<file path="src/rtl/accel_regs_defs.svh">
// Offsets, field positions, reset values and timing counts for the test/reset/calibration bank.
// ============================================================================
// Summary of operation
// - Z drive bit 2 enables positive stimulus.
// - Z drive bit 3 enables negative stimulus.
// - Any reset returns serial port to four-wire.
// - Reset bit 6 forces full reset, self-clears.
// - Reload bit 7 copies memory into registers.
// - Reload bit stays set until host clears.
// - Busy flag at status bit 5 during reload.
// - Counts 1 to 254 capture that many samples.
// - Count 255 samples until mode field changes.
// - Software rate makes count a shadow register.
// - Signed 15-bit offset added to each result.
// - X offset low/high layout with gain bit 8.
// - Y offset low/high layout with gain bit 8.
// - Offsets reset to factory values, host writable.
// - Gain is unsigned 9-bit, byte plus high bit.
`ifndef ACCEL_REGS_DEFS_SVH
`define ACCEL_REGS_DEFS_SVH

// ============================================================================
// Register offsets.
`define ADDR_STATUS         8'h01
`define ADDR_MODE           8'h10
`define ADDR_RATE1          8'h11
`define ADDR_Z_DRIVE        8'h22
`define ADDR_SOFT_RESET     8'h24
`define ADDR_INIT_TWO       8'h28
`define ADDR_TRIG_COUNT     8'h29
`define ADDR_X_OFF_LOW      8'h2a
`define ADDR_X_OFF_HIGH     8'h2b
`define ADDR_Y_OFF_LOW      8'h2c
`define ADDR_Y_OFF_HIGH     8'h2d

// ============================================================================
// Field positions.
`define BIT_Z_POS           2
`define BIT_Z_NEG           3
`define BIT_RESET           6
`define BIT_RELOAD          7
`define BIT_BUSY            5
`define BIT_GAIN_MSB        7
`define COUNT_CONTINUOUS    8'hff

// ============================================================================
// Reset values.
`define RST_BYTE            8'h00

// ============================================================================
// Timing counts: duration of an internal memory reload sequence in cycles.
`define RELOAD_CYCLES       16

`endif

</file>
<file path="src/rtl/accel_regs_pkg.sv">
// Types shared by the register bank and its trigger sequencer.
package accel_regs_pkg;
  // States of the one-shot sample sequencer.
  typedef enum logic [1:0] {SEQ_IDLE, SEQ_COUNT, SEQ_CONT} seq_state_type;
  // States of the memory copy engine.
  typedef enum logic [1:0] {MEM_IDLE, MEM_COPY} mem_state_type;
endpackage

</file>
<file path="src/rtl/oneshot_sequencer.sv">
// One-shot sample sequencer driven by the programmed sample count.
`timescale 1ns/100ps
`include "accel_regs_defs.svh"
module oneshot_sequencer import accel_regs_pkg::*; (
  input  wire logic       clk,
  input  wire logic       rst_n,
  input  wire logic       trigger,
  input  wire logic [7:0] count,
  input  wire logic       mode_change,
  input  wire logic       sample_tick,
  output logic            sample_en,
  output logic            seq_active
);
  seq_state_type state_r;  // Sequencer state.
  logic [7:0]    left_r;   // Samples still to take.

  // ==========================================================================
  // Sequencer. Count zero is treated as nothing to take.
  always_ff @(posedge clk or negedge rst_n) begin
    if (!rst_n) begin
      state_r <= SEQ_IDLE;
      left_r  <= 8'h00;
    end else begin
      case (state_r)
        SEQ_IDLE: begin
          if (trigger && count == `COUNT_CONTINUOUS) begin
            state_r <= SEQ_CONT;
          end else if (trigger && count != 8'h00) begin
            state_r <= SEQ_COUNT;
            left_r  <= count;
          end
        end
        SEQ_COUNT: begin
          if (sample_tick) begin
            left_r <= left_r - 8'h01;
            if (left_r == 8'h01) begin
              state_r <= SEQ_IDLE;
            end
          end
        end
        SEQ_CONT: begin
          if (mode_change) begin
            state_r <= SEQ_IDLE;
          end
        end
        default: state_r <= SEQ_IDLE;
      endcase
    end
  end

  assign seq_active = (state_r != SEQ_IDLE);
  assign sample_en  = seq_active && sample_tick;

  // ==========================================================================
  // Checks.
  cont_stop_a: assert property (@(posedge clk) disable iff (!rst_n)
    state_r == SEQ_CONT && mode_change |=> state_r == SEQ_IDLE)
    else $error("continuous sampling did not stop on mode change");
  last_stop_a: assert property (@(posedge clk) disable iff (!rst_n)
    state_r == SEQ_COUNT && sample_tick && left_r == 8'h01 |=> !seq_active)
    else $error("counted sampling did not stop after last sample");
  cont_cov_c: cover property (@(posedge clk) disable iff (!rst_n) state_r == SEQ_CONT);
endmodule

</file>
<file path="src/rtl/accel_test_reset_calib_regs.sv">
// Test drive, soft reset/reload, init, trigger count and X/Y offset register bank.
`timescale 1ns/100ps
`include "accel_regs_defs.svh"
module accel_test_reset_calib_regs import accel_regs_pkg::*; #(
  parameter logic [14:0] X_OFFSET_FACTORY = 15'h0000, // Factory image, per part.
  parameter logic [14:0] Y_OFFSET_FACTORY = 15'h0000, // Factory image, per part.
  parameter logic [8:0]  X_GAIN_FACTORY   = 9'h100,   // Factory image, per part.
  parameter logic [8:0]  Y_GAIN_FACTORY   = 9'h100    // Factory image, per part.
) (
  input  wire logic        clk,
  input  wire logic        rst_n,
  input  wire logic        wr_en,
  input  wire logic        rd_en,
  input  wire logic [7:0]  addr,
  input  wire logic [7:0]  wr_data,
  output logic      [7:0]  rd_data,
  input  wire logic [2:0]  mode_field,
  input  wire logic [2:0]  rate_select,
  input  wire logic        software_defined_rate,
  input  wire logic        trigger,
  input  wire logic        sample_tick,
  input  wire logic signed [15:0] x_accel,
  input  wire logic signed [15:0] y_accel,
  output logic             z_positive_drive,
  output logic             z_negative_drive,
  output logic             spi_three_wire,
  output logic             reload_busy,
  output logic [8:0]       x_gain_value,
  output logic [8:0]       y_gain_value,
  output logic signed [15:0] x_extended_output,
  output logic signed [15:0] y_extended_output,
  output logic [7:0]       sdr_shadow,
  output logic             sample_en,
  output logic             seq_active
);
  logic [7:0]    z_drive_register_r;     // Z self-test drive bits.
  logic          reload_req_r;           // Reload request bit, host cleared.
  logic          soft_rst_r;             // Pending forced reset pulse.
  logic [7:0]    init_zero_two_r;        // Initialisation byte.
  logic [7:0]    oneshot_sample_count_r; // Count, or shadow value.
  logic [14:0]   x_offset_value_r;       // X signed offset.
  logic [14:0]   y_offset_value_r;       // Y signed offset.
  logic          x_gain_msb_r;           // X gain bit 8.
  logic          y_gain_msb_r;           // Y gain bit 8.
  logic          three_wire_r;           // Serial port three-wire selection.
  mem_state_type mem_state_r;            // Memory copy engine state.
  logic [4:0]    copy_cnt_r;             // Copy progress counter.
  logic [2:0]    mode_last_r;            // Last mode field seen.
  logic          reload_go;              // Start of a memory copy.
  logic          soft_go;                // Forced reset request.
  logic [4:0]    busy_run_r;             // Busy cycles seen in the current copy.

  // Decode a write to one offset.
  function automatic logic hit(input logic [7:0] a);
    hit = wr_en && addr == a;
  endfunction

  // Sign-extend a 15-bit offset and add it to a result.
  function automatic logic signed [15:0] add_off(input logic signed [15:0] v,
                                                 input logic [14:0] o);
    add_off = v + {o[14], o};
  endfunction

  assign soft_go   = hit(`ADDR_SOFT_RESET) && wr_data[`BIT_RESET];
  assign reload_go = hit(`ADDR_SOFT_RESET) && wr_data[`BIT_RELOAD] && !reload_req_r;

  // ==========================================================================
  // Forced reset pulse: one cycle, then the bit reads zero again.
  always_ff @(posedge clk or negedge rst_n) begin
    if (!rst_n) begin
      soft_rst_r <= 1'b0;
    end else begin
      soft_rst_r <= soft_go;
    end
  end

  // ==========================================================================
  // Self-test drive; host keeps reserved bits zero, stored as written.
  always_ff @(posedge clk or negedge rst_n) begin
    if (!rst_n) begin
      z_drive_register_r <= `RST_BYTE;
    end else if (soft_rst_r) begin
      z_drive_register_r <= `RST_BYTE;
    end else if (hit(`ADDR_Z_DRIVE)) begin
      z_drive_register_r <= wr_data;
    end
  end
  assign z_positive_drive = z_drive_register_r[`BIT_Z_POS];
  assign z_negative_drive = z_drive_register_r[`BIT_Z_NEG];

  // ==========================================================================
  // Serial port wire mode: any reset returns it to four-wire. Setting it to
  // three-wire belongs to another register outside this bank, so it only clears here.
  always_ff @(posedge clk or negedge rst_n) begin
    if (!rst_n) begin
      three_wire_r <= 1'b0;
    end else if (soft_rst_r) begin
      three_wire_r <= 1'b0;
    end
  end
  assign spi_three_wire = three_wire_r;

  // ==========================================================================
  // Reload request bit, held until the host writes it back to zero.
  always_ff @(posedge clk or negedge rst_n) begin
    if (!rst_n) begin
      reload_req_r <= 1'b0;
    end else if (soft_rst_r) begin
      reload_req_r <= 1'b0;
    end else if (hit(`ADDR_SOFT_RESET)) begin
      reload_req_r <= wr_data[`BIT_RELOAD];
    end
  end

  // ==========================================================================
  // Memory copy engine: busy for a fixed number of cycles per copy.
  always_ff @(posedge clk or negedge rst_n) begin
    if (!rst_n) begin
      mem_state_r <= MEM_IDLE;
      copy_cnt_r  <= 5'h00;
    end else begin
      case (mem_state_r)
        MEM_IDLE: begin
          if (reload_go || soft_rst_r) begin
            mem_state_r <= MEM_COPY;
            copy_cnt_r  <= 5'(`RELOAD_CYCLES - 1);
          end
        end
        MEM_COPY: begin
          if (copy_cnt_r == 5'h00) begin
            mem_state_r <= MEM_IDLE;
          end else begin
            copy_cnt_r <= copy_cnt_r - 5'h01;
          end
        end
        default: mem_state_r <= MEM_IDLE;
      endcase
    end
  end
  assign reload_busy = (mem_state_r == MEM_COPY);

  // Length of the current busy stretch, for the checks below. A counter keeps
  // the length check small for copy lengths up to 31 cycles.
  always_ff @(posedge clk or negedge rst_n) begin
    if (!rst_n) begin
      busy_run_r <= 5'h00;
    end else if (reload_busy) begin
      busy_run_r <= busy_run_r + 5'h01;
    end else begin
      busy_run_r <= 5'h00;
    end
  end

  // ==========================================================================
  // Init and trigger count bytes.
  always_ff @(posedge clk or negedge rst_n) begin
    if (!rst_n) begin
      init_zero_two_r        <= `RST_BYTE;
      oneshot_sample_count_r <= `RST_BYTE;
    end else if (soft_rst_r) begin
      init_zero_two_r        <= `RST_BYTE;
      oneshot_sample_count_r <= `RST_BYTE;
    end else begin
      if (hit(`ADDR_INIT_TWO)) begin
        init_zero_two_r <= wr_data;
      end
      if (hit(`ADDR_TRIG_COUNT)) begin
        oneshot_sample_count_r <= wr_data;
      end
    end
  end
  // Under software rate the count byte is copied to sdr_shadow; rate_select is not used here.
  // Registered so the shadow view never glitches while the rate choice moves.
  always_ff @(posedge clk or negedge rst_n) begin
    if (!rst_n) begin
      sdr_shadow <= 8'h00;
    end else if (software_defined_rate) begin
      sdr_shadow <= oneshot_sample_count_r;
    end else begin
      sdr_shadow <= 8'h00;
    end
  end

  // ==========================================================================
  // Offsets and gain high bits; factory image loaded on reset and on copy.
  always_ff @(posedge clk or negedge rst_n) begin
    if (!rst_n) begin
      x_offset_value_r <= X_OFFSET_FACTORY;
      y_offset_value_r <= Y_OFFSET_FACTORY;
      x_gain_msb_r     <= X_GAIN_FACTORY[8];
      y_gain_msb_r     <= Y_GAIN_FACTORY[8];
    end else if (reload_busy && copy_cnt_r == 5'h00) begin
      x_offset_value_r <= X_OFFSET_FACTORY;
      y_offset_value_r <= Y_OFFSET_FACTORY;
      x_gain_msb_r     <= X_GAIN_FACTORY[8];
      y_gain_msb_r     <= Y_GAIN_FACTORY[8];
    end else begin
      if (hit(`ADDR_X_OFF_LOW)) begin
        x_offset_value_r[7:0] <= wr_data;
      end
      if (hit(`ADDR_X_OFF_HIGH)) begin
        x_offset_value_r[14:8] <= wr_data[6:0];
        x_gain_msb_r           <= wr_data[`BIT_GAIN_MSB];
      end
      if (hit(`ADDR_Y_OFF_LOW)) begin
        y_offset_value_r[7:0] <= wr_data;
      end
      if (hit(`ADDR_Y_OFF_HIGH)) begin
        y_offset_value_r[14:8] <= wr_data[6:0];
        y_gain_msb_r           <= wr_data[`BIT_GAIN_MSB];
      end
    end
  end
  assign x_gain_value = {x_gain_msb_r, X_GAIN_FACTORY[7:0]};
  assign y_gain_value = {y_gain_msb_r, Y_GAIN_FACTORY[7:0]};

  // ==========================================================================
  // Offset-corrected results.
  always_ff @(posedge clk or negedge rst_n) begin
    if (!rst_n) begin
      x_extended_output <= 16'sh0000;
      y_extended_output <= 16'sh0000;
    end else begin
      x_extended_output <= add_off(x_accel, x_offset_value_r);
      y_extended_output <= add_off(y_accel, y_offset_value_r);
    end
  end

  // ==========================================================================
  // Mode field change detection ends continuous sampling.
  always_ff @(posedge clk or negedge rst_n) begin
    if (!rst_n) begin
      mode_last_r <= 3'h0;
    end else begin
      mode_last_r <= mode_field;
    end
  end

  oneshot_sequencer u_seq (
    .clk         (clk),
    .rst_n       (rst_n),
    .trigger     (trigger && !software_defined_rate),
    .count       (oneshot_sample_count_r),
    .mode_change (mode_field != mode_last_r),
    .sample_tick (sample_tick),
    .sample_en   (sample_en),
    .seq_active  (seq_active)
  );

  // ==========================================================================
  // Read data, registered; offsets are write-only and read zero.
  always_ff @(posedge clk or negedge rst_n) begin
    if (!rst_n) begin
      rd_data <= 8'h00;
    end else if (rd_en) begin
      case (addr)
        `ADDR_STATUS:     rd_data <= {2'b00, reload_busy, 5'h00};
        `ADDR_Z_DRIVE:    rd_data <= z_drive_register_r;
        `ADDR_SOFT_RESET: rd_data <= {reload_req_r, 7'h00};
        `ADDR_INIT_TWO:   rd_data <= init_zero_two_r;
        `ADDR_TRIG_COUNT: rd_data <= oneshot_sample_count_r;
        default:          rd_data <= 8'h00;
      endcase
    end
  end

  // ==========================================================================
  // Checks.
  drive_pos_a: assert property (@(posedge clk) disable iff (!rst_n)
    hit(`ADDR_Z_DRIVE) && !soft_rst_r |=> z_positive_drive == $past(wr_data[2]))
    else $error("positive drive does not follow written bit");
  drive_neg_a: assert property (@(posedge clk) disable iff (!rst_n)
    hit(`ADDR_Z_DRIVE) && !soft_rst_r |=> z_negative_drive == $past(wr_data[3]))
    else $error("negative drive does not follow written bit");
  soft_clear_a: assert property (@(posedge clk) disable iff (!rst_n)
    soft_go |=> soft_rst_r ##1 (!soft_rst_r && z_drive_register_r == 8'h00))
    else $error("forced reset did not clear drive or self-clear");
  wire_mode_a: assert property (@(posedge clk) disable iff (!rst_n)
    soft_rst_r |=> !spi_three_wire)
    else $error("serial port not back to four-wire after reset");
  busy_start_a: assert property (@(posedge clk) disable iff (!rst_n)
    reload_go && !reload_busy |=> reload_busy && busy_run_r == 5'h00)
    else $error("reload busy did not start after request");
  busy_len_a: assert property (@(posedge clk) disable iff (!rst_n)
    reload_busy |-> busy_run_r < 5'(`RELOAD_CYCLES))
    else $error("reload busy lasted too long");
  busy_end_a: assert property (@(posedge clk) disable iff (!rst_n)
    $fell(reload_busy) |-> busy_run_r == 5'(`RELOAD_CYCLES))
    else $error("reload busy ended early");
  reload_hold_a: assert property (@(posedge clk) disable iff (!rst_n)
    reload_req_r && !hit(`ADDR_SOFT_RESET) && !soft_rst_r |=> reload_req_r)
    else $error("reload bit cleared without host write");
  offset_add_a: assert property (@(posedge clk) disable iff (!rst_n)
    rst_n |=> x_extended_output == $past(x_accel) + {$past(x_offset_value_r[14]),
                                                      $past(x_offset_value_r)})
    else $error("x offset not applied");
  y_offset_add_a: assert property (@(posedge clk) disable iff (!rst_n)
    rst_n |=> y_extended_output == $past(y_accel) + {$past(y_offset_value_r[14]),
                                                      $past(y_offset_value_r)})
    else $error("y offset not applied");
  status_read_a: assert property (@(posedge clk) disable iff (!rst_n)
    rd_en && addr == `ADDR_STATUS |=> rd_data[`BIT_BUSY] == $past(reload_busy))
    else $error("status busy bit does not match the copy engine");
  rst_read_a: assert property (@(posedge clk) disable iff (!rst_n)
    rd_en && addr == `ADDR_SOFT_RESET |=> rd_data[5:0] == 6'h00)
    else $error("reserved reset bits read nonzero");
  reload_cov_c: cover property (@(posedge clk) disable iff (!rst_n) reload_go);
  soft_cov_c:   cover property (@(posedge clk) disable iff (!rst_n) soft_go);
  x_offset_value_cov_c:   cover property (@(posedge clk) disable iff (!rst_n) hit(`ADDR_X_OFF_HIGH));
endmodule

</file>
<file path="config.mk">
export PLATFORM = sky130hd
export DESIGN_NAME = accel_test_reset_calib_regs
export DESIGN_NICKNAME = d
export VERILOG_FILES = /design/src/rtl/accel_regs_pkg.sv /design/src/rtl/oneshot_sequencer.sv /design/src/rtl/accel_test_reset_calib_regs.sv
export VERILOG_INCLUDE_DIRS = /design/src /design/src/rtl
export SDC_FILE = /design/constraint.sdc
export NUM_CORES = 1
export LEC_CHECK = 0
export ABC_CLOCK_PERIOD_IN_PS = 3810
export BUFFER_PORTS_ARGS = -buffer_cell sky130_fd_sc_hd__buf_4
export CELL_PAD_IN_SITES_DETAIL_PLACEMENT = 0
export CELL_PAD_IN_SITES_GLOBAL_PLACEMENT = 1
export CORE_MARGIN = 5
export CORE_UTILIZATION = 46
export DETAILED_ROUTE_END_ITERATION = 16
export PLACE_DENSITY_LB_ADDON = 0.1
export RECOVER_POWER = 25
export SYNTH_ARGS = -nofsm -noshare
export SYNTH_HDL_FRONTEND = slang
export SYNTH_HIERARCHICAL = 1
export SYNTH_SLANG_ARGS = --single-unit
</file>
<file path="constraint.sdc">
create_clock -name clk -period 3.81 [get_ports clk]
set_clock_uncertainty 0.1 [all_clocks]
set_input_delay 0.762 -clock clk [delete_from_list [all_inputs] [get_ports clk]]
set_output_delay 0.762 -clock clk [all_outputs]
set_load 0.02 [all_outputs]
</file>
== Yosys cells after proc, flatten, opt, wreduce, memory -nomap -nowiden ==
Index checks and enable logic that the tools add are counted.
Widths: inputs -> output; s select.

* Output and inout port bits: 72
* Logic and storage cells: 122
* Flip-flop bits (word level): 126
* Input port bits: 61

* Muxes and demuxes: 36
* Equal/unequal tests: 24
* $add $sub $neg: 4
* Reductions and logical operators: 38

{| class="wikitable"
|+ Operator list
! cell !! number
|-
| $mux 8 || 12
|-
| $eq 8x6->1 const B || 8
|-
| $pmux 8 s5 || 1
|-
| $add 16x16->16 || 2
|-
| $mux 15 || 2
|-
| $reduce_bool 2->1 || 11
|-
| $eq 8x1->1 const B || 2
|-
| $logic_and 1x1->1 || 16
|-
| $pmux 8 s2 || 1
|-
| $mux 2 || 7
|-
| $mux 7 || 2
|-
| $mux 5 || 2
|-
| $pmux 5 s2 || 1
|-
| $eq 8x8->1 const B || 1
|-
| $ne 2x1->1 const B || 4
|-
| $ne 2x2->1 const B || 4
|-
| $reduce_and 4->1 || 2
|-
| $reduce_bool 8->1 || 1
|-
| $sub 8x1->8 const B || 1
|-
| $mux 1 || 6
|-
| $pmux 2 s3 || 1
|-
| $logic_not 5->1 || 1
|-
| $sub 5x1->5 const B || 1
|-
| $eq 2x1->1 const B || 2
|-
| other kinds (9) || 11
|}

== Logic depth before layout (Yosys ltp) ==
Gate-level depths: netlist of the first run.

* Depth in word-level cells: 7
* Mapped depth: 7
* Gate-level depth less buffers: 7

== Modules after synthesis ==
The synthesis of the first run kept the hierarchy.

{| class="wikitable"
|+ By module, submodules not included
! module !! sequential area each (µm²) !! instances !! area each (µm²) !! cells an instance
|-
| accel_test_reset_calib_regs || 2880.3 || 1 || 6140.9 || 591
|-
| oneshot_sequencer || 250.2 || 1 || 723.2 || 79
|}

== Least setup slack after synthesis of the first run ==
OpenSTA, ideal clock, no wires.

* Path kind: input to register
* Start point: input y_accel[0]
* End point: register y_extended_output[12]
* Library setup time: 0.080 ns
* Stages on the path: 7
* Buffers on the path: 0
* Arrival: 2.308 ns
* Slack: 1.322 ns
* Data required time: 3.630 ns
* Path through: ha_1 fa_1 a211oi_1 o21ai_1 a21oi_1 a21o_1 xnor2_1

* Cells in the longest elaborated chain, start to end: 1

{| class="wikitable"
|+ RTL lines
! element !! RTL line !! source
|-
| start: declaration || accel_test_reset_calib_regs.sv:23 || <nowiki>input wire logic signed [15:0] y_accel,</nowiki>
|-
| $add 16x16->16 || accel_test_reset_calib_regs.sv:61 || <nowiki>add_off = v + {o[14], o};</nowiki>
|-
| end signal: assignment || accel_test_reset_calib_regs.sv:225 || <nowiki>y_extended_output <= add_off(y_accel, y_offset_value_r);</nowiki>
|-
| end: declaration || accel_test_reset_calib_regs.sv:31 || <nowiki>output logic signed [15:0] y_extended_output,</nowiki>
|}

No other way between the ends.
A chain may end at the register's enable or synchronous reset.

== Final worst setup path of the first run ==
* Start point: input y_accel[0]
* End point: register y_extended_output[10]

Same word-level chain as after synthesis.

==> impl_metrics.toml, run 1 <==
[worst_setup_path]
crit_chain = "clkbuf_4 > ha_1 > fa_1 > a211oi_1 > o21ai_1 > a21oi_1 > or4b_1 > nand3_1"
worstSetupStartpoint = "y_accel[0]"
r2r_start = "y_offset_value_r[0]$_DFFE_PN0P_"
crit_arrival_ps = 2710
startpoint_type = "primary input"
worstPathMaxFanout = 4
slowest_stage = "fa_1"
slowest_delay_ps = 430
required_ps = 4000
path_class = "in2reg"
setup.worst_path.end_class = "flip-flop"
r2r_cells = 7

[logic_synthesis]
syn-instance-count = 670
yosys-top-cells-count = "dfrtp_1 (123), nor2_1 (67), a21oi_1 (54)"
yosys.cell_types.count = 84
avgSynthCellArea_um2 = 10.2
synth_top_area_share_pct = 44.8
ys_ff_latch = 125
postSynth.asyncResetShare_pct = 100
yosysSeqAreaShare_pct = 45.6
synth.area.top_cells = "dfrtp_1 (45%), mux2i_1 (6.1%), ha_1 (6.0%)"
synth-main-ff-cell = "dfrtp_1"
synth.most_common_cell = "dfrtp_1"
synth_enable_flop_cells = 0
ys_warn_count = 6
yosys.area.top_type = "dfrtp_1"
syn-cell-area_um2 = 6860

[timing]
fin_crit_ps = 2530
max_freq_mhz = 396
hold_viol = 0
final.setup.tns_ps = 0
setup_viol = 0
slew_viol_final = 0
relSlewSlack_pct = 6.65
period_share_pct = 66.3
fin_ws_ps = 1280
rsz0062_at_grt = "no"
worst-slew-pin-transition_ps = 1400

[route]
drc = 0
wirelength_mm = 16.9
drt-initial-drc-count = 376
postRouteAntennaNets = 0
drt-wirelength-per-cell_um = 17.4
dr.pass1.iters = 5
vias = 5424
via_per_inst = 5.57

[global_routing]
grt_max_degree = 72
grt_pass1_wl_mm = 27.5
grtUsageTotal_pct = 19.4
grt_antenna_before_repair = 0
grt_pass1_vias = 5418
gr-total-overflow = 0

[cts]
insertion_delay_ps = 410
postCtsSetupRepairBufs = 0
hold_buffers = 0
cts_max_path_buffers = 2
cts_max_level = 4
root_buffer = "clkbuf_16"
cts_tree = "done"
tritoncts_num_sinks = 125
cts_buffers = 17
clkSlewWorstSetupHoldPaths_ps = 50
ctsResizeCount = 0

[final_layout]
drive_gt1_share_pct = 21.8
layout.nets = 872
design_area_um2 = 8410
n_antenna_cell = 0
syn2layout_area_growth_pct = 22.6

[placement]
dpl_cell_area_um2 = 7780
dp_hpwl_mm = 12.2
pre_cts_ws_ps = 874
gp_congestion = 0.824
numPortBuffers = 112

[run_status]
status = "complete, no violations"

[floorplanning]
die_h_um = 132
core_um2 = 14600
start_util_pct = 47.0
dieArea_um2 = 17500
die_width_um = 132
rows = 44
ioPinCount = 133

[worst_hold_path]
hold_depth = 1
worstHoldStart = "mode_field[1]"
hold_class = "in2reg"

[pwr]
power.leakage_nw = 4.24
power_density_nw_per_um2 = 543
ir_drop_mv = 0.358

[run]
max_cap_viol_count = 0
-- where the power goes --
group          switching (W)  internal (W)  total, W
Combinational       0.000665      0.000495   0.00116
Clock               0.000559       0.00119   0.00174
Sequential          0.000142       0.00152   0.00166
-- cells in the final DEF (no fill, tap or decap), types with 4 or more instances in the layout --
cell | netlist | routed
o21a_1 | 6 | 6
o21bai_1 | 8 | 8
and2_1 | 11 | 6
buf_4 | 21 | 107
and2_0 | 0 | 5
o21ai_0 | 17 | 17
o21ai_1 | 9 | 9
conb_1 | 1 | 17
dfrtp_1 | 123 | 123
mux2i_1 | 42 | 42
a31oi_1 | 4 | 4
nand2_1 | 34 | 34
a22oi_1 | 7 | 7
a21oi_1 | 54 | 54
clkbuf_16 | 0 | 17
inv_1 | 16 | 16
nand2b_1 | 4 | 4
o2bb2ai_1 | 6 | 6
a21o_1 | 9 | 9
ha_1 | 33 | 33
xnor2_1 | 21 | 21
nor4_1 | 7 | 7
nand3b_1 | 4 | 4
xor2_1 | 8 | 8
a211oi_1 | 6 | 6
nor2b_1 | 8 | 8
nor3_1 | 14 | 14
clkbuf_8 | 0 | 9
a22o_1 | 7 | 7
nor2_1 | 67 | 66
clkbuf_1 | 14 | 6
nand3_1 | 27 | 27
o211ai_1 | 5 | 5
-- critical path: cells and delay by family --
family / cells / cell delay (ps)
buffers and inverters: 1 / 110
AND/OR/NAND/NOR: 2 / 250
AO/OA/AOI/OAI: 3 / 930
adder cells (fa/ha/maj): 2 / 660
-- registers in the layout, summed over array words and instances, names as in the netlist --
signal	flops
copy_cnt_r	5
init_zero_two_r	8
mem_state_r	1
mode_last_r	3
oneshot_sample_count_r	8
rd_data	8
reload_req_r	1
sdr_shadow	8
soft_rst_r	1
u_seq/left_r	8
u_seq/state_r	2
x_extended_output	16
x_gain_msb_r	1
x_offset_value_r	15
y_extended_output	16
y_gain_msb_r	1
y_offset_value_r	15
z_drive_register_r	8
-- logic make-up after synthesis --
group,after synthesis,synth area share [%]
adder cells (fa/ha/maj),35,6.60
multiplexers,44,6.45
flip-flops,125,45.6
AO/OA/AOI/OAI,172,17.3
buffers and inverters,60,4.56
AND/OR/NAND/NOR,204,15.7
other,1,0.0546
XOR/XNOR,29,3.70
-- routing by layer --
layer	vias to the layer above	GRT usage (%)	routed length, um
met1	2635	25.2	7670
met2	145	32.0	8250
met5	-	0	0
met4	0	6.46	257
li1	2617	-	-
met3	27	4.50	756
-- worst paths after layout --
| path | end | slack [ps] |
|---|---|---|
| worst max-delay path | y_extended_output[10]$_DFF_PN0_ | 1280 |
| worst min-delay path | mode_last_r[1]$_DFF_PN0_ | 400 |
| worst max register to register | y_extended_output[10]$_DFF_PN0_ | 1360 |
| worst min register to register | copy_cnt_r[0]$_DFFE_PN0P_ | 410 |
| max in group asynchronous | y_gain_msb_r$_DFFE_PN1P_ | 1990 |
| min in group asynchronous | x_extended_output[12]$_DFF_PN0_ | 570 |
-- layout make-up --
cell class	count	area, um^2
clock inverters	4	95.1
clock buffers	28	557
repair buffers	115	858
inverters	16	60.1
well taps	184	230
fillers	1291	6170
flip-flops and latches	125	3130
multi-input cells	501	3480
-- stage by stage --
step	hold slack [ps]	utilization [%]	instances	power, W
finish	397	57.7	973	0.00457
global route	383	57.7	973	0.00480
CTS	313	57.8	973	0.00461
detailed placement	385	53.3	941	0.00284
global placement	378	53.3	941	0.00280
floorplan	357	-	686	0.00245
Power figures use the tool's default switching activity.
==> run 2: changes to the inputs <==
--- a/config.mk
+++ b/config.mk
@@ -6,12 +6,13 @@
 export SDC_FILE = /design/constraint.sdc
 export NUM_CORES = 1
 export LEC_CHECK = 0
-export ABC_CLOCK_PERIOD_IN_PS = 3810
+export ABC_AREA = 1
+export ABC_CLOCK_PERIOD_IN_PS = 2100
 export BUFFER_PORTS_ARGS = -buffer_cell sky130_fd_sc_hd__buf_4
 export CELL_PAD_IN_SITES_DETAIL_PLACEMENT = 0
 export CELL_PAD_IN_SITES_GLOBAL_PLACEMENT = 1
 export CORE_MARGIN = 5
-export CORE_UTILIZATION = 46
+export CORE_UTILIZATION = 37
 export DETAILED_ROUTE_END_ITERATION = 16
 export PLACE_DENSITY_LB_ADDON = 0.1
 export RECOVER_POWER = 25
==> constraint.sdc (replaced) <==
create_clock -name clk -period 2.1 [get_ports clk]
set_clock_uncertainty 0.1 [all_clocks]
set_input_delay 0.42 -clock clk [delete_from_list [all_inputs] [get_ports clk]]
set_output_delay 0.42 -clock clk [all_outputs]
set_load 0.02 [all_outputs]
==> impl_metrics.toml, run 2 <==
[placement]
pre_cts_ws_ps = 15.6
numPortBuffers = 112
dpl_cell_area_um2 = 7970
gp_congestion = 0.829
dp_hpwl_mm = 13.7

[pwr]
seqPwrFrac_pct = 35.7
ir_drop_mv = 0.582
power_frac_comb_pct = 29.0
power_density_nw_per_um2 = 1020
p_int_w = 0.00581
switchingPower_w = 0.00295
p_sw_share_pct = 33.7
power.leakage_nw = 4.64
clockPowerShare_pct = 35.3

[logic_synthesis]
synth-xor-area-share_pct = 2.80
synth_fa_ha_area_share_pct = 6.57
yosys.cell_types.count = 39
synth.area.top_cells = "dfrtp_1 (45%), nand2_1 (15%), ha_1 (6.0%)"
ys_ff_latch = 125
synth_top_family_by_area = "simple AND/OR/NAND/NOR gates"
synth_top_area_share_pct = 44.7
ys_warn_count = 6
yosys-top-cells-count = "nand2_1 (280), dfrtp_1 (123), inv_1 (72)"
avgSynthCellArea_um2 = 7.99
synth_compound_area_share_pct = 8.77
synth-main-ff-cell = "dfrtp_1"
muxShareOfSynthArea_pct = 0
synth_enable_flop_cells = 0
synth.most_common_cell = "nand2_1"
yosysSeqAreaShare_pct = 45.4
postSynth.asyncResetShare_pct = 100
syn-instance-count = 862
syn-cell-area_um2 = 6890
yosys.area.top_type = "dfrtp_1"
synthSimpleGateAreaFrac_pct = 28.6

[worst_hold_path]
worstHoldStart = "mode_field[1]"
hold_class = "in2reg"
hold_depth = 1
min_to = "mode_last_r[1]$_DFF_PN0_"

[worst_setup_path]
reg2reg_slack_ps = 180
cpMostUsedCell = "nand2_1"
cp_top_family = "simple AND/OR/NAND/NOR gates"
required_ps = 2320
worstPathMaxFanout = 3
slowest_delay_ps = 410
path_class = "reg2reg"
crit_chain = "ha_1 > fa_1 > nand3_1 > nand2_1 > nand3_1 > nand2_1 > nand2_1 > nand3_1 > nand2_1 > nand2_1"
setup.worst_path.end_class = "flip-flop"
startpoint_type = "flip-flop"
crit_arrival_ps = 2130
r2r_cells = 10
regToRegEndpoint = "y_extended_output[10]$_DFF_PN0_"
slowest_stage = "fa_1"
r2r_start = "y_offset_value_r[0]$_DFFE_PN0P_"
crit_buf_inv = 0

[route]
drt-initial-drc-count = 323
wirelength_mm = 17.7
drt-wirelength-per-cell_um = 14.3
vias = 5758
via_per_inst = 4.65
postRouteAntennaNets = 0
dr.pass1.iters = 4
drc = 0

[timing]
relSlewSlack_pct = 57.1
slew_viol_final = 0
worst-slew-pin-transition_ps = 643
period_share_pct = 91.3
hold_viol = 0
fin_crit_ps = 1920
rsz0062_at_grt = "no"
final.setup.tns_ps = 0
fin_ws_ps = 183
max_freq_mhz = 522
setup_viol = 0

[cts]
tritoncts_num_sinks = 125
ctsResizeCount = 0
root_buffer = "clkbuf_16"
insertion_delay_ps = 420
cts_max_level = 4
cts_max_path_buffers = 2
cts_buffers = 17
cts_tree = "done"
clkSlewWorstSetupHoldPaths_ps = 60

[floorplanning]
dieArea_um2 = 21400
die_h_um = 146
rows = 50
core_um2 = 18500
start_util_pct = 37.2
die_width_um = 146
ioPinCount = 133

[final_layout]
final_common_cell = "nand2_1"
layout.nets = 1087
design_area_um2 = 8550
nFillCells = 1920
syn2layout_area_growth_pct = 24.2
n_antenna_cell = 0
drive_gt1_share_pct = 19.7
layout_common_cells = "nand2_1 (280), dfrtp_1 (123), buf_4 (115)"
top_regs = "x_extended_output (16), y_extended_output (16)"

[global_routing]
grt_antenna_before_repair = 0
grt_max_degree = 45
grt_pass1_wl_mm = 29.4
grt_pass1_vias = 5686
gr-total-overflow = 0
grtUsageTotal_pct = 17.2

[run]
max_cap_viol_count = 0

[run_status]
status = "complete, no violations"
## run 2: final cells by class
| type | count | area (um^2) | area share, % |
|---|---|---|---|
| multi-input combinational | 640 | 3280 | 38.3 |
| inverter | 84 | 320 | 3.74 |
| clock buffer | 17 | 425 | 4.97 |
| clock inverter | 15 | 196 | 2.30 |
| tap | 234 | 293 | 3.42 |
| timing repair buffer | 123 | 908 | 10.6 |
| sequential | 125 | 3130 | 36.6 |
## run 2: cell families after synthesis
family / after synthesis
other: 1
buffers and inverters: 113
XOR/XNOR: 22
adder cells (fa/ha/maj): 35
flip-flops: 125
AO/OA/AOI/OAI: 109
AND/OR/NAND/NOR: 457
## run 2: timing repair
| action | in CTS | in global routing |
|---|---|---|
| buffers inserted | 0 | 0 |
| endpoints found under the setup margin | 0 | 0 |
| hold endpoints to repair | 18 | 0 |
| hold buffers | 1 | 0 |
## run 2: layer usage
metal	global-route usage, %	wire length [um]	vias up
li1	-	-	3010
met1	24.5	8730	2598
met2	25.9	7850	137
met3	5.12	949	13
met4	4.09	159	0
met5	0	0	-
## run 2: worst register-to-register path, delay by kind of cell, from the launching register on
| kind | cells | cell delay, ps |
|---|---|---|
| adder cells (fa/ha/maj) | 2 | 640 |
| flip-flops | 1 | 390 |
| AND/OR/NAND/NOR | 8 | 670 |
## run 2: through the flow
stage / hold slack [ps] / power (W) / cells / util, %
6_report: 39.8 / 0.00876 / 1238 / 46.2
5_1_grt: 26.5 / 0.00937 / 1238 / 46.2
4_1_cts: 2.13 / 0.00888 / 1238 / 46.4
3_5_place_dp: 247 / 0.00574 / 1205 / 43.0
3_3_place_gp: 244 / 0.00573 / 1205 / 43.0
2_1_floorplan: 24.4 / 0.00490 / 878 / -
## run 2: power by group through the flow
stage / Sequential (W) / Combinational (W) / Clock, W
2_1_floorplan: 0.00334 / 0.00156 / 0
3_3_place_gp: 0.00316 / 0.00257 / 0
3_5_place_dp: 0.00316 / 0.00258 / 0
4_1_cts: 0.00313 / 0.00259 / 0.00317
5_1_grt: 0.00318 / 0.00289 / 0.00330
6_report: 0.00312 / 0.00254 / 0.00309
## run 2: how the worst max path moves through the flow
| stage | to | depth (start not counted) | slack [ps] | from |
|---|---|---|---|---|
| after global routing | y_offset_value_r[0]$_DFFE_PN0P_ | 9 | 2 | copy_cnt_r[0]$_DFFE_PN0P_ |
| final | y_extended_output[10]$_DFF_PN0_ | 10 | 180 | y_offset_value_r[0]$_DFFE_PN0P_ |
| after floorplan | x_extended_output[10]$_DFF_PN0_ | 10 | 300 | x_accel[0] |
| after detailed placement | y_extended_output[10]$_DFF_PN0_ | 11 | 20 | y_accel[0] |
| after CTS | y_extended_output[10]$_DFF_PN0_ | 10 | 170 | y_offset_value_r[0]$_DFFE_PN0P_ |
| after global placement | y_extended_output[10]$_DFF_PN0_ | 11 | 30 | y_accel[0] |
